## src/core/e3_tx_pkg.sv

```systemverilog
// Shared constants and carrier types of the E3 transmit line block
package e3_tx_pkg;

  // Register indices; byte address is four times the index
  localparam logic [7:0] IDX_LINE_IO = 8'h01;
  localparam logic [7:0] IDX_TX_CFG = 8'h30;
  localparam logic [7:0] IDX_SERVICE = 8'h35;
  localparam logic [7:0] IDX_MASK_HI = 8'h48;
  localparam logic [7:0] IDX_MASK_LO = 8'h49;
  localparam logic [7:0] IDX_PAR_MASK = 8'h4a;
  localparam logic [11:0] ADDR_LINE_IO = {2'b00, IDX_LINE_IO, 2'b00};
  localparam logic [11:0] ADDR_TX_CFG = {2'b00, IDX_TX_CFG, 2'b00};
  localparam logic [11:0] ADDR_SERVICE = {2'b00, IDX_SERVICE, 2'b00};
  localparam logic [11:0] ADDR_MASK_HI = {2'b00, IDX_MASK_HI, 2'b00};
  localparam logic [11:0] ADDR_MASK_LO = {2'b00, IDX_MASK_LO, 2'b00};
  localparam logic [11:0] ADDR_PAR_MASK = {2'b00, IDX_PAR_MASK, 2'b00};

  // Reset values
  localparam logic [7:0] RST_LINE_IO = 8'ha0;
  localparam logic [7:0] RST_TX_CFG = 8'h00;
  localparam logic [7:0] RST_SERVICE = 8'h02;
  localparam logic [4:0] RST_ALIGN_MASK = 5'h00;
  localparam logic [3:0] RST_PAR_MASK = 4'h0;

  // Field positions, line io control
  localparam int IO_TX_LOSS_DIS = 7;
  localparam int IO_LOSS_FLAG = 6;
  localparam int IO_RX_LOSS_DIS = 5;
  localparam int IO_CODE_SEL = 4;
  localparam int IO_UNIPOLAR = 3;
  localparam int IO_TX_INV = 2;
  // Field positions, transmit frame config
  localparam int CFG_PAR_EN = 7;
  localparam int CFG_ALARM_HI = 6;
  localparam int CFG_ALARM_LO = 5;
  localparam int CFG_NAT_HI = 4;
  localparam int CFG_NAT_LO = 3;
  localparam int CFG_AIS = 2;
  localparam int CFG_LOS = 1;
  // Field positions, service bits
  localparam int SVC_ALARM = 1;
  localparam int SVC_NAT = 0;

  // Frame layout, zero based bit positions
  localparam logic [10:0] FRAME_LAST = 11'h5ff;
  localparam logic [10:0] POS_ALARM = 11'h00a;
  localparam logic [10:0] POS_NAT = 11'h00b;
  localparam logic [10:0] POS_PAR_FIRST = 11'h5fc;
  localparam logic [10:0] POS_FAS_LAST = 11'h009;
  localparam logic [9:0] FAS_PATTERN = 10'h3d0;

  // Source select codes
  localparam logic [1:0] SRC_REG = 2'h0;
  localparam logic [1:0] SRC_OH = 2'h1;
  localparam logic [1:0] SRC_PAYLOAD = 2'h2;

  // Line encoder slot kinds
  localparam logic [1:0] K_SPACE = 2'h0;
  localparam logic [1:0] K_MARK = 2'h1;
  localparam logic [1:0] K_VIOL = 2'h2;

  // Loss of line clock detection
  localparam int CLK_PERIOD_NS = 25;
  localparam int LOSS_TIME_NS = 1000;
  localparam logic [7:0] LOSS_CYCLES =
    8'((LOSS_TIME_NS + CLK_PERIOD_NS - 1) / CLK_PERIOD_NS);

  // One outbound bit with its frame marker
  typedef struct packed {
    logic data;
    logic frame_start;
  } line_bit_t;

  // The two rail levels toward the line unit
  typedef struct packed {
    logic pos;
    logic neg;
  } rail_t;

endpackage

```

## src/core/e3_tx_line.sv

```systemverilog
// E3 transmit overhead insertion and line output with APB registers
`timescale 1ns/1ps
module e3_tx_line (
  input wire logic CLOCK,
  input wire logic RST_N,
  input wire logic PSEL,
  input wire logic PENABLE,
  input wire logic PWRITE,
  input wire logic [11:0] PADDR,
  input wire logic [31:0] PWDATA,
  output logic [31:0] PRDATA,
  output logic PREADY,
  output logic PSLVERR,
  input wire logic LINE_CLOCK_IN,
  input wire logic PAYLOAD_DATA,
  input wire logic OH_ALARM_BIT,
  input wire logic OH_NATIONAL_BIT,
  input wire logic RX_BIT,
  input wire logic RX_BIT_VALID,
  input wire logic RX_FRAME_START,
  output logic PAYLOAD_REQ,
  output logic POS_RAIL_OUT,
  output logic NEG_RAIL_OUT,
  output logic LINE_CLOCK_OUT,
  output logic RX_PARITY_ERROR,
  output logic RX_UNIPOLAR_MODE,
  output logic RX_AMI_MODE
);

  // Reset release synchroniser
  logic rst_meta;
  logic rst_n;

  // Async assert, two flop release
  always_ff @(posedge CLOCK or negedge RST_N) begin
    if (!RST_N) begin
      rst_meta <= 1'b0;
      rst_n <= 1'b0;
    end else begin
      rst_meta <= 1'b1;
      rst_n <= rst_meta;
    end
  end

  // Line clock synchroniser and edge history
  logic lclk_meta;
  logic lclk_sync;
  logic lclk_prev;
  // One bit period passes per rising line clock edge
  wire tick = lclk_sync && !lclk_prev;

  // First flop feeds only the second
  always_ff @(posedge CLOCK or negedge rst_n) begin
    if (!rst_n) begin
      lclk_meta <= 1'b0;
      lclk_sync <= 1'b0;
      lclk_prev <= 1'b0;
    end else begin
      lclk_meta <= LINE_CLOCK_IN;
      lclk_sync <= lclk_meta;
      lclk_prev <= lclk_sync;
    end
  end

  // Registers
  logic [7:0] line_io_control;
  logic [7:0] tx_frame_config;
  logic [7:0] service_bits;
  logic [4:0] align_err_mask_hi;
  logic [4:0] align_err_mask_lo;
  logic [3:0] parity_err_mask;
  // Clock loss state
  logic [7:0] idle_count;
  logic clock_loss_flag;

  // Field views
  wire tx_clock_loss_disable = line_io_control[e3_tx_pkg::IO_TX_LOSS_DIS];
  wire line_code_sel = line_io_control[e3_tx_pkg::IO_CODE_SEL];
  wire unipolar = line_io_control[e3_tx_pkg::IO_UNIPOLAR];
  wire tx_clock_edge_invert = line_io_control[e3_tx_pkg::IO_TX_INV];
  wire parity_nibble_enable = tx_frame_config[e3_tx_pkg::CFG_PAR_EN];
  wire [1:0] alarm_bit_source_sel = {tx_frame_config[e3_tx_pkg::CFG_ALARM_HI],
                                     tx_frame_config[e3_tx_pkg::CFG_ALARM_LO]};
  wire [1:0] national_bit_source_sel = {tx_frame_config[e3_tx_pkg::CFG_NAT_HI],
                                        tx_frame_config[e3_tx_pkg::CFG_NAT_LO]};
  wire alarm_ones_enable = tx_frame_config[e3_tx_pkg::CFG_AIS];
  wire signal_loss_pattern_enable = tx_frame_config[e3_tx_pkg::CFG_LOS];

  // Address match on a word address
  function automatic logic hit(input logic [11:0] addr,
                               input logic [11:0] base);
    hit = addr == base;
  endfunction

  // Address decode
  wire sel_io = hit(PADDR, e3_tx_pkg::ADDR_LINE_IO);
  wire sel_cfg = hit(PADDR, e3_tx_pkg::ADDR_TX_CFG);
  wire sel_svc = hit(PADDR, e3_tx_pkg::ADDR_SERVICE);
  wire sel_hi = hit(PADDR, e3_tx_pkg::ADDR_MASK_HI);
  wire sel_lo = hit(PADDR, e3_tx_pkg::ADDR_MASK_LO);
  wire sel_pm = hit(PADDR, e3_tx_pkg::ADDR_PAR_MASK);
  wire mapped = sel_io || sel_cfg || sel_svc || sel_hi || sel_lo || sel_pm;
  // Setup phase; answer is prepared here
  wire setup = PSEL && !PENABLE;
  // Write lands only at the completing access edge
  wire wr = PSEL && PENABLE && PWRITE && PREADY && mapped;

  // Live loss flag shown in bit 6
  wire [7:0] io_view = {line_io_control[7], clock_loss_flag,
                        line_io_control[5:0]};
  wire [7:0] rd_byte =
    sel_io ? io_view :
    sel_cfg ? tx_frame_config :
    sel_svc ? service_bits :
    sel_hi ? {3'b000, align_err_mask_hi} :
    sel_lo ? {3'b000, align_err_mask_lo} :
    sel_pm ? {4'h0, parity_err_mask} :
    8'h00;

  // Bus answer registered in setup, valid during access
  always_ff @(posedge CLOCK or negedge rst_n) begin
    if (!rst_n) begin
      PREADY <= 1'b0;
      PRDATA <= 32'h0000_0000;
      PSLVERR <= 1'b0;
    end else begin
      PREADY <= setup;
      if (setup) begin
        // Reads past the low byte see zero
        PRDATA <= PWRITE ? 32'h0000_0000 : {24'h00_0000, rd_byte};
        // Unmapped words answer with an error, no effect
        PSLVERR <= !mapped;
      end
    end
  end

  // Register writes; loss flag bit is not writable
  always_ff @(posedge CLOCK or negedge rst_n) begin
    if (!rst_n) begin
      line_io_control <= e3_tx_pkg::RST_LINE_IO;
      tx_frame_config <= e3_tx_pkg::RST_TX_CFG;
      service_bits <= e3_tx_pkg::RST_SERVICE;
      align_err_mask_hi <= e3_tx_pkg::RST_ALIGN_MASK;
      align_err_mask_lo <= e3_tx_pkg::RST_ALIGN_MASK;
      parity_err_mask <= e3_tx_pkg::RST_PAR_MASK;
    end else if (wr) begin
      if (sel_io) begin
        line_io_control <= {PWDATA[7], 1'b0, PWDATA[5:0]};
      end else if (sel_cfg) begin
        tx_frame_config <= PWDATA[7:0];
      end else if (sel_svc) begin
        // Only the two service bits are kept
        service_bits <= {6'h00, PWDATA[1:0]};
      end else if (sel_hi) begin
        align_err_mask_hi <= PWDATA[4:0];
      end else if (sel_lo) begin
        align_err_mask_lo <= PWDATA[4:0];
      end else if (sel_pm) begin
        parity_err_mask <= PWDATA[3:0];
      end
    end
  end

  // Loss of line clock: no edge for the loss time
  always_ff @(posedge CLOCK or negedge rst_n) begin
    if (!rst_n) begin
      idle_count <= 8'h00;
      clock_loss_flag <= 1'b0;
    end else begin
      if (tick) begin
        idle_count <= 8'h00;
      end else if (idle_count != e3_tx_pkg::LOSS_CYCLES) begin
        idle_count <= idle_count + 8'h01;
      end
      // Masked while disabled; clears on the next edge
      clock_loss_flag <= !tx_clock_loss_disable && !tick &&
                         idle_count == e3_tx_pkg::LOSS_CYCLES;
    end
  end

  // Transmit frame position, zero based
  logic [10:0] frame_pos;
  // Parity accumulating over the frame in flight
  logic [3:0] par_acc;
  // Parity of the previous frame, inserted now
  logic [3:0] par_last;
  // Receive side parity state
  logic [10:0] rx_pos;
  logic [3:0] rx_acc;
  logic [3:0] rx_last;
  logic rx_bad;
  // Last receive frame held a parity error
  logic rx_err_seen;

  // Slot decode
  wire in_fas = frame_pos <= e3_tx_pkg::POS_FAS_LAST;
  wire in_par = frame_pos >= e3_tx_pkg::POS_PAR_FIRST;
  wire is_alarm = frame_pos == e3_tx_pkg::POS_ALARM;
  wire is_nat = frame_pos == e3_tx_pkg::POS_NAT;
  // Lane of the nibble, first nibble bit is lane 3
  wire [1:0] lane = ~frame_pos[1:0];
  wire [3:0] fas_idx = 4'(e3_tx_pkg::POS_FAS_LAST - frame_pos);
  // Alignment pattern with both masks applied
  wire [9:0] fas_out = e3_tx_pkg::FAS_PATTERN ^
                       {align_err_mask_hi, align_err_mask_lo};
  // Mask applies only where the nibble is inserted
  wire [3:0] par_out = par_last ^ parity_err_mask;
  wire par_slot = in_par && parity_nibble_enable;

  // A bit by source select
  wire alarm_bit =
    alarm_bit_source_sel == e3_tx_pkg::SRC_REG ?
      service_bits[e3_tx_pkg::SVC_ALARM] :
    alarm_bit_source_sel == e3_tx_pkg::SRC_OH ? OH_ALARM_BIT :
    alarm_bit_source_sel == e3_tx_pkg::SRC_PAYLOAD ? PAYLOAD_DATA :
    rx_err_seen;
  // N bit by source select; the last code falls back on the register
  wire nat_bit =
    national_bit_source_sel == e3_tx_pkg::SRC_OH ? OH_NATIONAL_BIT :
    national_bit_source_sel == e3_tx_pkg::SRC_PAYLOAD ? PAYLOAD_DATA :
    service_bits[e3_tx_pkg::SVC_NAT];

  // Payload consumed in payload slots and payload sourced overhead
  wire take_payload = (!in_fas && !is_alarm && !is_nat && !par_slot) ||
    (is_alarm && alarm_bit_source_sel == e3_tx_pkg::SRC_PAYLOAD) ||
    (is_nat && national_bit_source_sel == e3_tx_pkg::SRC_PAYLOAD);

  // Framed bit before alarm overrides
  wire framed_bit =
    in_fas ? fas_out[fas_idx] :
    is_alarm ? alarm_bit :
    is_nat ? nat_bit :
    par_slot ? par_out[lane] :
    PAYLOAD_DATA;
  // Loss pattern beats everything; AIS sends unframed ones
  wire frame_bit = signal_loss_pattern_enable ? 1'b0 :
                   alarm_ones_enable ? 1'b1 : framed_bit;

  // Parity sum including the bit sent now
  wire [3:0] lane_bit = 4'(frame_bit) << lane;
  wire [3:0] next_par_acc = par_acc ^ lane_bit;
  wire frame_end = frame_pos == e3_tx_pkg::FRAME_LAST;

  // Frame position and transmit parity
  always_ff @(posedge CLOCK or negedge rst_n) begin
    if (!rst_n) begin
      frame_pos <= 11'h000;
      par_acc <= 4'h0;
      par_last <= 4'h0;
    end else if (tick) begin
      if (frame_end) begin
        frame_pos <= 11'h000;
        par_acc <= 4'h0;
        // Saved for the closing nibble of the next frame
        par_last <= next_par_acc;
      end else begin
        frame_pos <= frame_pos + 11'h001;
        par_acc <= next_par_acc;
      end
    end
  end

  // Payload strobe marks the tick that sampled the data
  always_ff @(posedge CLOCK or negedge rst_n) begin
    if (!rst_n) begin
      PAYLOAD_REQ <= 1'b0;
    end else begin
      PAYLOAD_REQ <= tick && take_payload;
    end
  end

  // Bit handed to the encoder with its frame marker
  e3_tx_pkg::line_bit_t enc_in;
  e3_tx_pkg::rail_t rail;
  assign enc_in.data = frame_bit;
  assign enc_in.frame_start = frame_pos == 11'h000;

  // Rail encoder, four bit periods of latency in every mode
  line_encoder u_encoder (
    .clk(CLOCK),
    .rst_n(rst_n),
    .tick(tick),
    .unipolar(unipolar),
    .ami(line_code_sel),
    .bit_in(enc_in),
    .rail(rail)
  );
  assign POS_RAIL_OUT = rail.pos;
  assign NEG_RAIL_OUT = rail.neg;

  // Line clock toward the line unit; the plain output puts data
  // changes on its rising edge so the unit samples mid bit
  always_ff @(posedge CLOCK or negedge rst_n) begin
    if (!rst_n) begin
      LINE_CLOCK_OUT <= 1'b0;
    end else begin
      LINE_CLOCK_OUT <= lclk_sync ^ tx_clock_edge_invert;
    end
  end

  // Receive side checking
  wire rx_in_par = rx_pos >= e3_tx_pkg::POS_PAR_FIRST;
  wire [1:0] rx_lane = ~rx_pos[1:0];
  wire [3:0] rx_lane_bit = 4'(RX_BIT) << rx_lane;
  // Mismatch of this bit against the expected nibble
  wire rx_miss = rx_in_par && (RX_BIT != rx_last[rx_lane]);
  wire rx_end = rx_pos == e3_tx_pkg::FRAME_LAST;

  // Receive position, parity sum and compare
  always_ff @(posedge CLOCK or negedge rst_n) begin
    if (!rst_n) begin
      rx_pos <= 11'h000;
      rx_acc <= 4'h0;
      rx_last <= 4'h0;
      rx_bad <= 1'b0;
      rx_err_seen <= 1'b0;
      RX_PARITY_ERROR <= 1'b0;
    end else begin
      RX_PARITY_ERROR <= 1'b0;
      if (RX_BIT_VALID) begin
        if (RX_FRAME_START) begin
          // A start bit realigns the count at position one
          rx_pos <= 11'h001;
          // Lane 3, not the stale count of a misaligned frame
          rx_acc <= {RX_BIT, 3'h0};
          rx_bad <= 1'b0;
        end else if (rx_end) begin
          rx_pos <= 11'h000;
          rx_acc <= 4'h0;
          rx_last <= rx_acc ^ rx_lane_bit;
          rx_bad <= 1'b0;
          if (parity_nibble_enable) begin
            RX_PARITY_ERROR <= rx_bad || rx_miss;
            rx_err_seen <= rx_bad || rx_miss;
          end
        end else begin
          rx_pos <= rx_pos + 11'h001;
          rx_acc <= rx_acc ^ rx_lane_bit;
          rx_bad <= rx_bad || rx_miss;
        end
      end
    end
  end

  // Coding choice also steers the receive line interface
  always_ff @(posedge CLOCK or negedge rst_n) begin
    if (!rst_n) begin
      RX_UNIPOLAR_MODE <= 1'b0;
      RX_AMI_MODE <= 1'b0;
    end else begin
      RX_UNIPOLAR_MODE <= unipolar;
      RX_AMI_MODE <= line_code_sel;
    end
  end

endmodule // e3_tx_line

```

## src/core/line_encoder.sv

```systemverilog
// Unipolar, AMI and HDB3 rail encoder with four bit lookahead
`timescale 1ns/1ps
module line_encoder (
  input wire logic clk,
  input wire logic rst_n,
  input wire logic tick,
  input wire logic unipolar,
  input wire logic ami,
  input wire e3_tx_pkg::line_bit_t bit_in,
  output e3_tx_pkg::rail_t rail
);

  // Four slots of kinds, oldest in the top two bits
  logic [7:0] kinds;
  // Frame markers travel beside the data
  logic [3:0] starts;
  // Polarity of the last pulse sent, high when positive
  logic last_pos;
  // Odd count of B pulses since the last violation
  logic vpar;

  wire [1:0] out_kind = kinds[7:6];
  wire out_mark = out_kind == e3_tx_pkg::K_MARK;
  wire out_viol = out_kind == e3_tx_pkg::K_VIOL;
  wire [1:0] in_kind = bit_in.data ? e3_tx_pkg::K_MARK : e3_tx_pkg::K_SPACE;
  wire [7:0] shifted = {kinds[5:0], in_kind};
  // Parity after the pulse leaving now is counted
  wire odd_now = out_viol ? 1'b0 : (vpar ^ out_mark);
  // A window of four spaces under HDB3 gets replaced
  wire sub_needed = !ami && !unipolar && shifted == 8'h00;
  // Odd count takes 000V, even count takes B00V
  wire [1:0] head_kind = odd_now ? e3_tx_pkg::K_SPACE : e3_tx_pkg::K_MARK;
  wire [7:0] sub_kinds = {head_kind, e3_tx_pkg::K_SPACE,
                          e3_tx_pkg::K_SPACE, e3_tx_pkg::K_VIOL};
  wire [7:0] next_kinds = sub_needed ? sub_kinds : shifted;
  // Marks alternate, violations repeat the last polarity
  wire pulse_pos = out_mark ? !last_pos : last_pos;
  wire pulse = out_mark || out_viol;

  // Slot pipeline; the frame marker keeps pace with its bit
  always_ff @(posedge clk or negedge rst_n) begin
    if (!rst_n) begin
      kinds <= 8'h00;
      starts <= 4'h0;
    end else if (tick) begin
      kinds <= next_kinds;
      starts <= {starts[2:0], bit_in.frame_start};
    end
  end

  // Polarity and parity state; defined after reset
  always_ff @(posedge clk or negedge rst_n) begin
    if (!rst_n) begin
      last_pos <= 1'b0;
      vpar <= 1'b0;
    end else if (tick && !unipolar) begin
      if (out_mark) begin
        last_pos <= pulse_pos;
      end
      vpar <= odd_now;
    end
  end

  // Rail outputs, one update per bit period
  always_ff @(posedge clk or negedge rst_n) begin
    if (!rst_n) begin
      rail <= '0;
    end else if (tick) begin
      if (unipolar) begin
        rail.pos <= out_kind != e3_tx_pkg::K_SPACE;
        rail.neg <= starts[3];
      end else begin
        rail.pos <= pulse && pulse_pos;
        rail.neg <= pulse && !pulse_pos;
      end
    end
  end

endmodule // line_encoder

```

## config.mk

```make
export PLATFORM = sky130hd
export DESIGN_NAME = e3_tx_line
export DESIGN_NICKNAME = d
export VERILOG_FILES = /design/src/core/e3_tx_pkg.sv /design/src/core/e3_tx_line.sv /design/src/core/line_encoder.sv
export SDC_FILE = /design/constraint.sdc
export NUM_CORES = 1
export LEC_CHECK = 0
export BUFFER_PORTS_ARGS = -buffer_cell sky130_fd_sc_hd__clkbuf_2
export CAP_MARGIN = 40
export CORE_MARGIN = 4
export CORE_UTILIZATION = 40
export DETAILED_ROUTE_END_ITERATION = 8
export SLEW_MARGIN = 25
export SYNTH_ARGS = -nofsm -noshare
export SYNTH_HDL_FRONTEND = slang
export SYNTH_SLANG_ARGS = --single-unit
```

## constraint.sdc

```tcl
create_clock -name CLOCK -period 4.65 [get_ports CLOCK]
set_input_delay 0.465 -clock CLOCK [delete_from_list [all_inputs] [get_ports CLOCK]]
set_output_delay 0.465 -clock CLOCK [all_outputs]
set_load 0.005 [all_outputs]
```

Yosys cells after proc, flatten, opt, wreduce, memory -nomap -nowiden:

Cells that the tools add are included.
Widths: inputs -> output; s select.

* flip-flop bits (word level): 140
* input port bits: 56
* logic and storage cells: 182

* equal/unequal tests: 19
* reduce and logical (&&, ||, !) cells: 58
* shifts and indexed selects: 2
* multiplexer cells: 44
* add/subtract/negate cells: 4
* bitwise operators: 14
* $lt $le $gt $ge: 6

Operator list (number)
* $mux 8: 6
* $eq 12x9->1 const B: 3
* $mux 11: 3
* $eq 12x8->1 const B: 2
* $mux 1: 24
* $add 11x1->11 const B: 2
* $eq 11x11->1 const B: 2
* $eq 11x4->1 const B: 2
* $ge 11x11->1 const B: 2
* $logic_and 1x1->1: 21
* $mux 4: 4
* $mux 5: 3
* $logic_not 1->1: 13
* $eq 12x3->1 const B: 1
* $xor 4x4->4: 3
* $le 11x4->1 const B: 1
* $logic_not 11->1: 1
* $logic_or 1x1->1: 9
* $add 8x1->8 const B: 1
* $eq 8x6->1 const B: 1
* $logic_not 8->1: 1
* $ne 8x6->1 const B: 1
* $reduce_and 4->1: 2
* $shl 1x2->4: 2
* other kinds (20): 37

Logic depth before layout (Yosys ltp):

* word-level depth: 13
* depth in mapped cells: 9
* gate-level depth less buffers: 8

By module:

A second synthesis with hierarchy kept.

* cell total of the unflattened synthesis: 579
* area, all modules: 6110.9 sq um

Modules (own cells, without submodules)
* e3_tx_line: area each 5381.4 sq um, cells each 518, sequential area each 2506.2 sq um, instances 1
* line_encoder: area each 729.4 sq um, cells each 61, sequential area each 400.4 sq um, instances 1

Worst setup path after synthesis:

No wires, ideal clock.

* path kind: input to register
* start: input port PADDR[9]
* end: register parity_err_mask[0]
* stages on the path: 5
* arrival time: 2336 ps
* path slack: 2190 ps
* setup time: 125 ps
* path through: or3_1 -> or3_4 -> or4_4 -> nor3_4 -> mux2_2

* word-level cells in the longest chain between the ends: 8
* elaborated cells on any way between the ends: 18

RTL lines
* start, declared: RTL line e3_tx_line.sv:9 `input wire logic [11:0] PADDR,`
* $eq 12x3->1 / $eq 12x8->1 (equally long branches): RTL line e3_tx_line.sv:92 `hit = addr == base;`
* $logic_or 1x1->1 (5 in a row): RTL line e3_tx_line.sv:102 `wire mapped = sel_io || sel_cfg || sel_svc || sel_hi || sel_lo || sel_pm;`
* $logic_and 1x1->1: RTL line e3_tx_line.sv:106 `wire wr = PSEL && PENABLE && PWRITE && PREADY && mapped;`
* $reduce_and 7->1 (no line) *
* end signal, assigned: RTL line e3_tx_line.sv:145 `parity_err_mask <= e3_tx_pkg::RST_PAR_MASK;`
* end signal, assigned: RTL line e3_tx_line.sv:159 `parity_err_mask <= PWDATA[3:0];`
* end, declared: RTL line e3_tx_line.sv:71 `logic [3:0] parity_err_mask;`

Every way passes the cells marked *; elsewhere a longest branch is shown, timed or not.
A chain may end at the register's enable or synchronous reset.

Worst setup path after layout:

* start: register frame_pos[1]
* end: register par_acc[1]

* word-level cells in the longest chain between the ends: 12
* elaborated cells on any way between the ends: 21

RTL lines
* start, declared: RTL line e3_tx_line.sv:182 `logic [10:0] frame_pos;`
* start signal, assigned: RTL line e3_tx_line.sv:257 `frame_pos <= frame_pos + 11'h001;`
* branches (longest 11 deep; another with $ge 11x11->1)
* $mux 4 *: RTL line e3_tx_line.sv:251 `if (frame_end) begin`
* end signal, assigned: RTL line e3_tx_line.sv:258 `par_acc <= next_par_acc;`
* end, declared: RTL line e3_tx_line.sv:184 `logic [3:0] par_acc;`

Mark *: on every way between the ends. The select of a mux whose other input is x is not followed.

==> results.tsv <==
stage	metric	value	unit
status	outcome	finished, final reports clean	
cells_and_area	nets	725	
clock_network	Num CTS Buffers	17	
synthesis	largest family of logic cells by synthesized area	simple AND/OR/NAND/NOR gates	
setup_path	crit start category	register	
clock_network	Clk Latency, worst-skew pair	0.41	ns
timing	Final Slew Violations	0	
synthesis	adder-cell share of the synthesized area	3.04	%
power_and_ir_drop	leakage	0.00325	uW
clock_network	CTS sink count	116	
grt	vias in the first global route	4522	
routing	DRT iter0 DRCs	247	
timing	final hold vios	0	
timing	fmax	357	MHz
timing	clock skew	0.00634	ns
routing	wire length per cell	16.0	um
synthesis	Mean Syn Cell Area	10.3	um2
synthesis	Post-Synth XOR/XNOR Area	4.26	%
timing	RSZ-0062 raised after global routing	false	
floorplan	Site Rows	45	
setup_path	crit path kind	reg2reg	
synthesis	Post-Synth Simple-Gate Area	19.5	%
grt	largest net degree at the start of global routing	49	
setup_path	RR Endpoint	par_acc[1]$_DFFE_PN0P_	
clock_network	H-tree Lvls	4	
setup_path	buffers plus inverters on the worst setup path	1	
routing	Via Count	4590	
job	Max Cap Viol	0	
synthesis	synth unique cells	65	
setup_path	reg2reg start	frame_pos[1]$_DFFE_PN0P_	
setup_path	crit end category	register	
routing	Vias per Instance	5.37	
power_and_ir_drop	sw frac	27.6	%
power_and_ir_drop	Peak VDD IR	0.271	mV
hold_path	hold wc startpoint	LINE_CLOCK_IN	
floorplan	die height	132	um
hold_path	Worst Hold Path Cells	1	
synthesis	synth warn	0	
grt	global-route wire length before repair	22700	um
routing	wirelength, routed	13600	um
clock_network	Max clock buf depth	2	
timing	Setup Viol. Count Final	0	
synthesis	EDFF count, synth	0	
floorplan	die footprint	0.0175	mm2
timing	sum of negative setup slack	0	ns
setup_path	delay-heaviest family, CP	compound AO/OA/AOI/OAI gates	
hold_path	Worst Hold Class	in2reg	
placement	IO buf count	48	
power_and_ir_drop	sequential power share	42.8	%
synthesis	Synth Register Bits	116	
grt	GR Overflow Total	0	
cells_and_area	Layout Utilization	46.7	%
floorplan	initial core utilization	40.8	%
synthesis	Post-Syn Area	0.00617	mm2
setup_path	crit path max fanout	14	
clock_network	post-CTS setup buffer count	0	
setup_path	crit path cell chain	inv_1 > ha_1 > nand2b_1 > a2111oi_4 > nor3_1 > o311a_4 > or2_1 > o311ai_0	
setup_path	Worst path max stage delay	0.52	ns
synthesis	Gate Count Post-Synth	600	
timing	crit share post-route	60.2	%
placement	Routability Congestion	0.842	
power_and_ir_drop	Clk pwr share	43.1	%
cells_and_area	Synth-to-Final Area Change	14.5	%
cells_and_area	layout cells sized above 1	21.7	%
clock_network	post-cts resize count	0	
floorplan	Core Region	0.0151	mm2
floorplan	die boundary width	132	um
timing	fin crit period	2.80	ns
synthesis	compound-gate portion of the synthesized area	11.7	%
timing	Worst Tran Pin Value	0.730	ns
clock_network	clk slew on worst S/H paths	0.05	ns
power_and_ir_drop	Internal	1970	uW
setup_path	worst endpoint required time	4.93	ns
setup_path	Worst Path Arrival	3.08	ns
synthesis	ys flop type	dfrtp_1	
clock_network	CTS tree	yes	
grt	GRT Overall Usage	16.1	%
cells_and_area	ant diodes	0	
setup_path	R2R depth	8	
power_and_ir_drop	PD cells	384	mW/mm2
placement	Detailed Place HPWL	9830	um
synthesis	Post-synth ARST share	100	%
routing	antenna viol nets, final	0	
timing	Rel. slew slack	50.9	%
routing	drt drc	0	
grt	initial antenna violation count	0	
setup_path	Reg2Reg Setup Slack	1.85	ns
setup_path	Slowest-stage cell, CP	dfrtp_1	
routing	DR pass1 iterations	4	
power_and_ir_drop	switching power	749	uW
hold_path	Worst Hold Path EP	lclk_meta$_DFF_PN0_	
power_and_ir_drop	Gate power share	14.2	%
clock_network	Clock Tree Root	clkbuf_16	
floorplan	Boundary Pins	97	
synthesis	mux cell area share after synthesis	8.86	%
synthesis	Seq/Total Area, Yosys	47.1	%
[worst max path at each step]
stage / endpoint / slack (ns) / from / cells after the start
after CTS: par_acc[1]$_DFFE_PN0P_ / 1.58 / frame_pos[1]$_DFFE_PN0P_ / 8
after detailed placement: par_acc[1]$_DFFE_PN0P_ / 1.58 / frame_pos[1]$_DFFE_PN0P_ / 8
after global placement: par_acc[2]$_DFFE_PN0P_ / 1.74 / frame_pos[1]$_DFFE_PN0P_ / 8
after floorplan: LINE_CLOCK_OUT$_DFF_PN0_ / 1.18 / rst_n$_DFF_PN0_ / 0
after global routing: par_last[3]$_DFFE_PN0P_ / 1.68 / frame_pos[0]$_DFFE_PN0P_ / 6
final: par_acc[1]$_DFFE_PN0P_ / 1.85 / frame_pos[1]$_DFFE_PN0P_ / 8
[logic make-up after synthesis]
| logic type | count (synthesis) |
|---|---|
| multiplexers | 45 |
| adder cells (fa/ha/maj) | 15 |
| buffers and inverters | 61 |
| other | 2 |
| AO/OA/AOI/OAI | 101 |
| AND/OR/NAND/NOR | 230 |
| flip-flops | 116 |
| XOR/XNOR | 30 |
[metrics by stage]
stage / hold WS [ns] / cell area, um2 / std cells / total power (uW) / setup WS (ns)
2_1_floorplan: 0.169 / 6260 / 623 / 1470 / 1.18
3_3_place_gp: 0.255 / 6500 / 820 / 1550 / 1.74
3_5_place_dp: 0.256 / 6520 / 821 / 1570 / 1.58
4_1_cts: 0.139 / 7060 / 854 / 2750 / 1.58
5_1_grt: 0.133 / 7070 / 855 / 2860 / 1.68
6_report: 0.157 / 7070 / 855 / 2720 / 1.85
[cell usage after synthesis, types with 14 or more instances]
master    count  area, um2
inv_1        19       71.3
nand2_1      80        300
clkbuf_1     14       52.6
dfrtp_1     113       2830
nand3_1      16       80.1
buf_4        24        180
nor2_1       42        158
xnor2_1      15        131
ha_1         15        188
mux2_2       37        417
o21ai_0      34        170
xor2_1       15        131
[power by group through the flow]
stage	Combinational (uW)	Clock [uW]	Sequential [uW]
finish	385	1170	1160
global route	437	1250	1180
CTS	389	1190	1160
detailed placement	386	0	1180
global placement	363	0	1180
floorplan	314	0	1160
[cells in the final DEF, fill, tap and decap left out, types with 5 or more instances in the layout]
cell / netlist / layout
xor2_1: 15 / 15
nand2_1: 80 / 80
o21ai_0: 34 / 34
nor4_1: 6 / 6
conb_1: 2 / 25
o311ai_0: 9 / 9
nand3_1: 16 / 16
a21oi_1: 10 / 10
nor2_1: 42 / 42
nand3b_1: 5 / 5
xnor2_1: 15 / 15
inv_1: 19 / 19
or3_1: 11 / 11
or4_1: 5 / 5
mux2_2: 37 / 37
nor3_1: 11 / 11
clkbuf_16: 0 / 17
nand2b_1: 9 / 9
and3_1: 10 / 10
o22ai_1: 7 / 7
clkbuf_1: 14 / 6
dfrtp_1: 113 / 112
ha_1: 15 / 15
clkbuf_2: 0 / 48
[cell type report]
class	count	area, um2
multi-input cells	446	3020
flip-flops and latches	116	2910
clock inverters	5	27.5
fillers	1404	8080
well taps	188	235
repair buffers	54	300
inverters	19	71.3
clock buffers	27	503
[flip-flops by register name (all words and copies together) (netlist names), 5 cells and up]
signal,cells
tx_frame_config,8
line_io_control,7
align_err_mask_hi,5
idle_count,8
frame_pos,11
align_err_mask_lo,5
rx_pos,11
PRDATA,8
u_encoder.kinds,8
[routing by layer]
metal | up-vias | track usage, % | routed length, um
met1 | 2272 | 20.6 | 6050
met3 | 15 | 4.62 | 700
met5 | - | 0 | 0
li1 | 2208 | - | -
met2 | 95 | 25.7 | 6690
met4 | 0 | 6.64 | 204
[timing repair]
action                                  4_1_cts  5_1_grt
endpoints found under the hold margin         2        0
endpoints found under the setup margin        0        0
hold buffers                                  1        0
No activity file was read; power rests on OpenSTA's default activity.
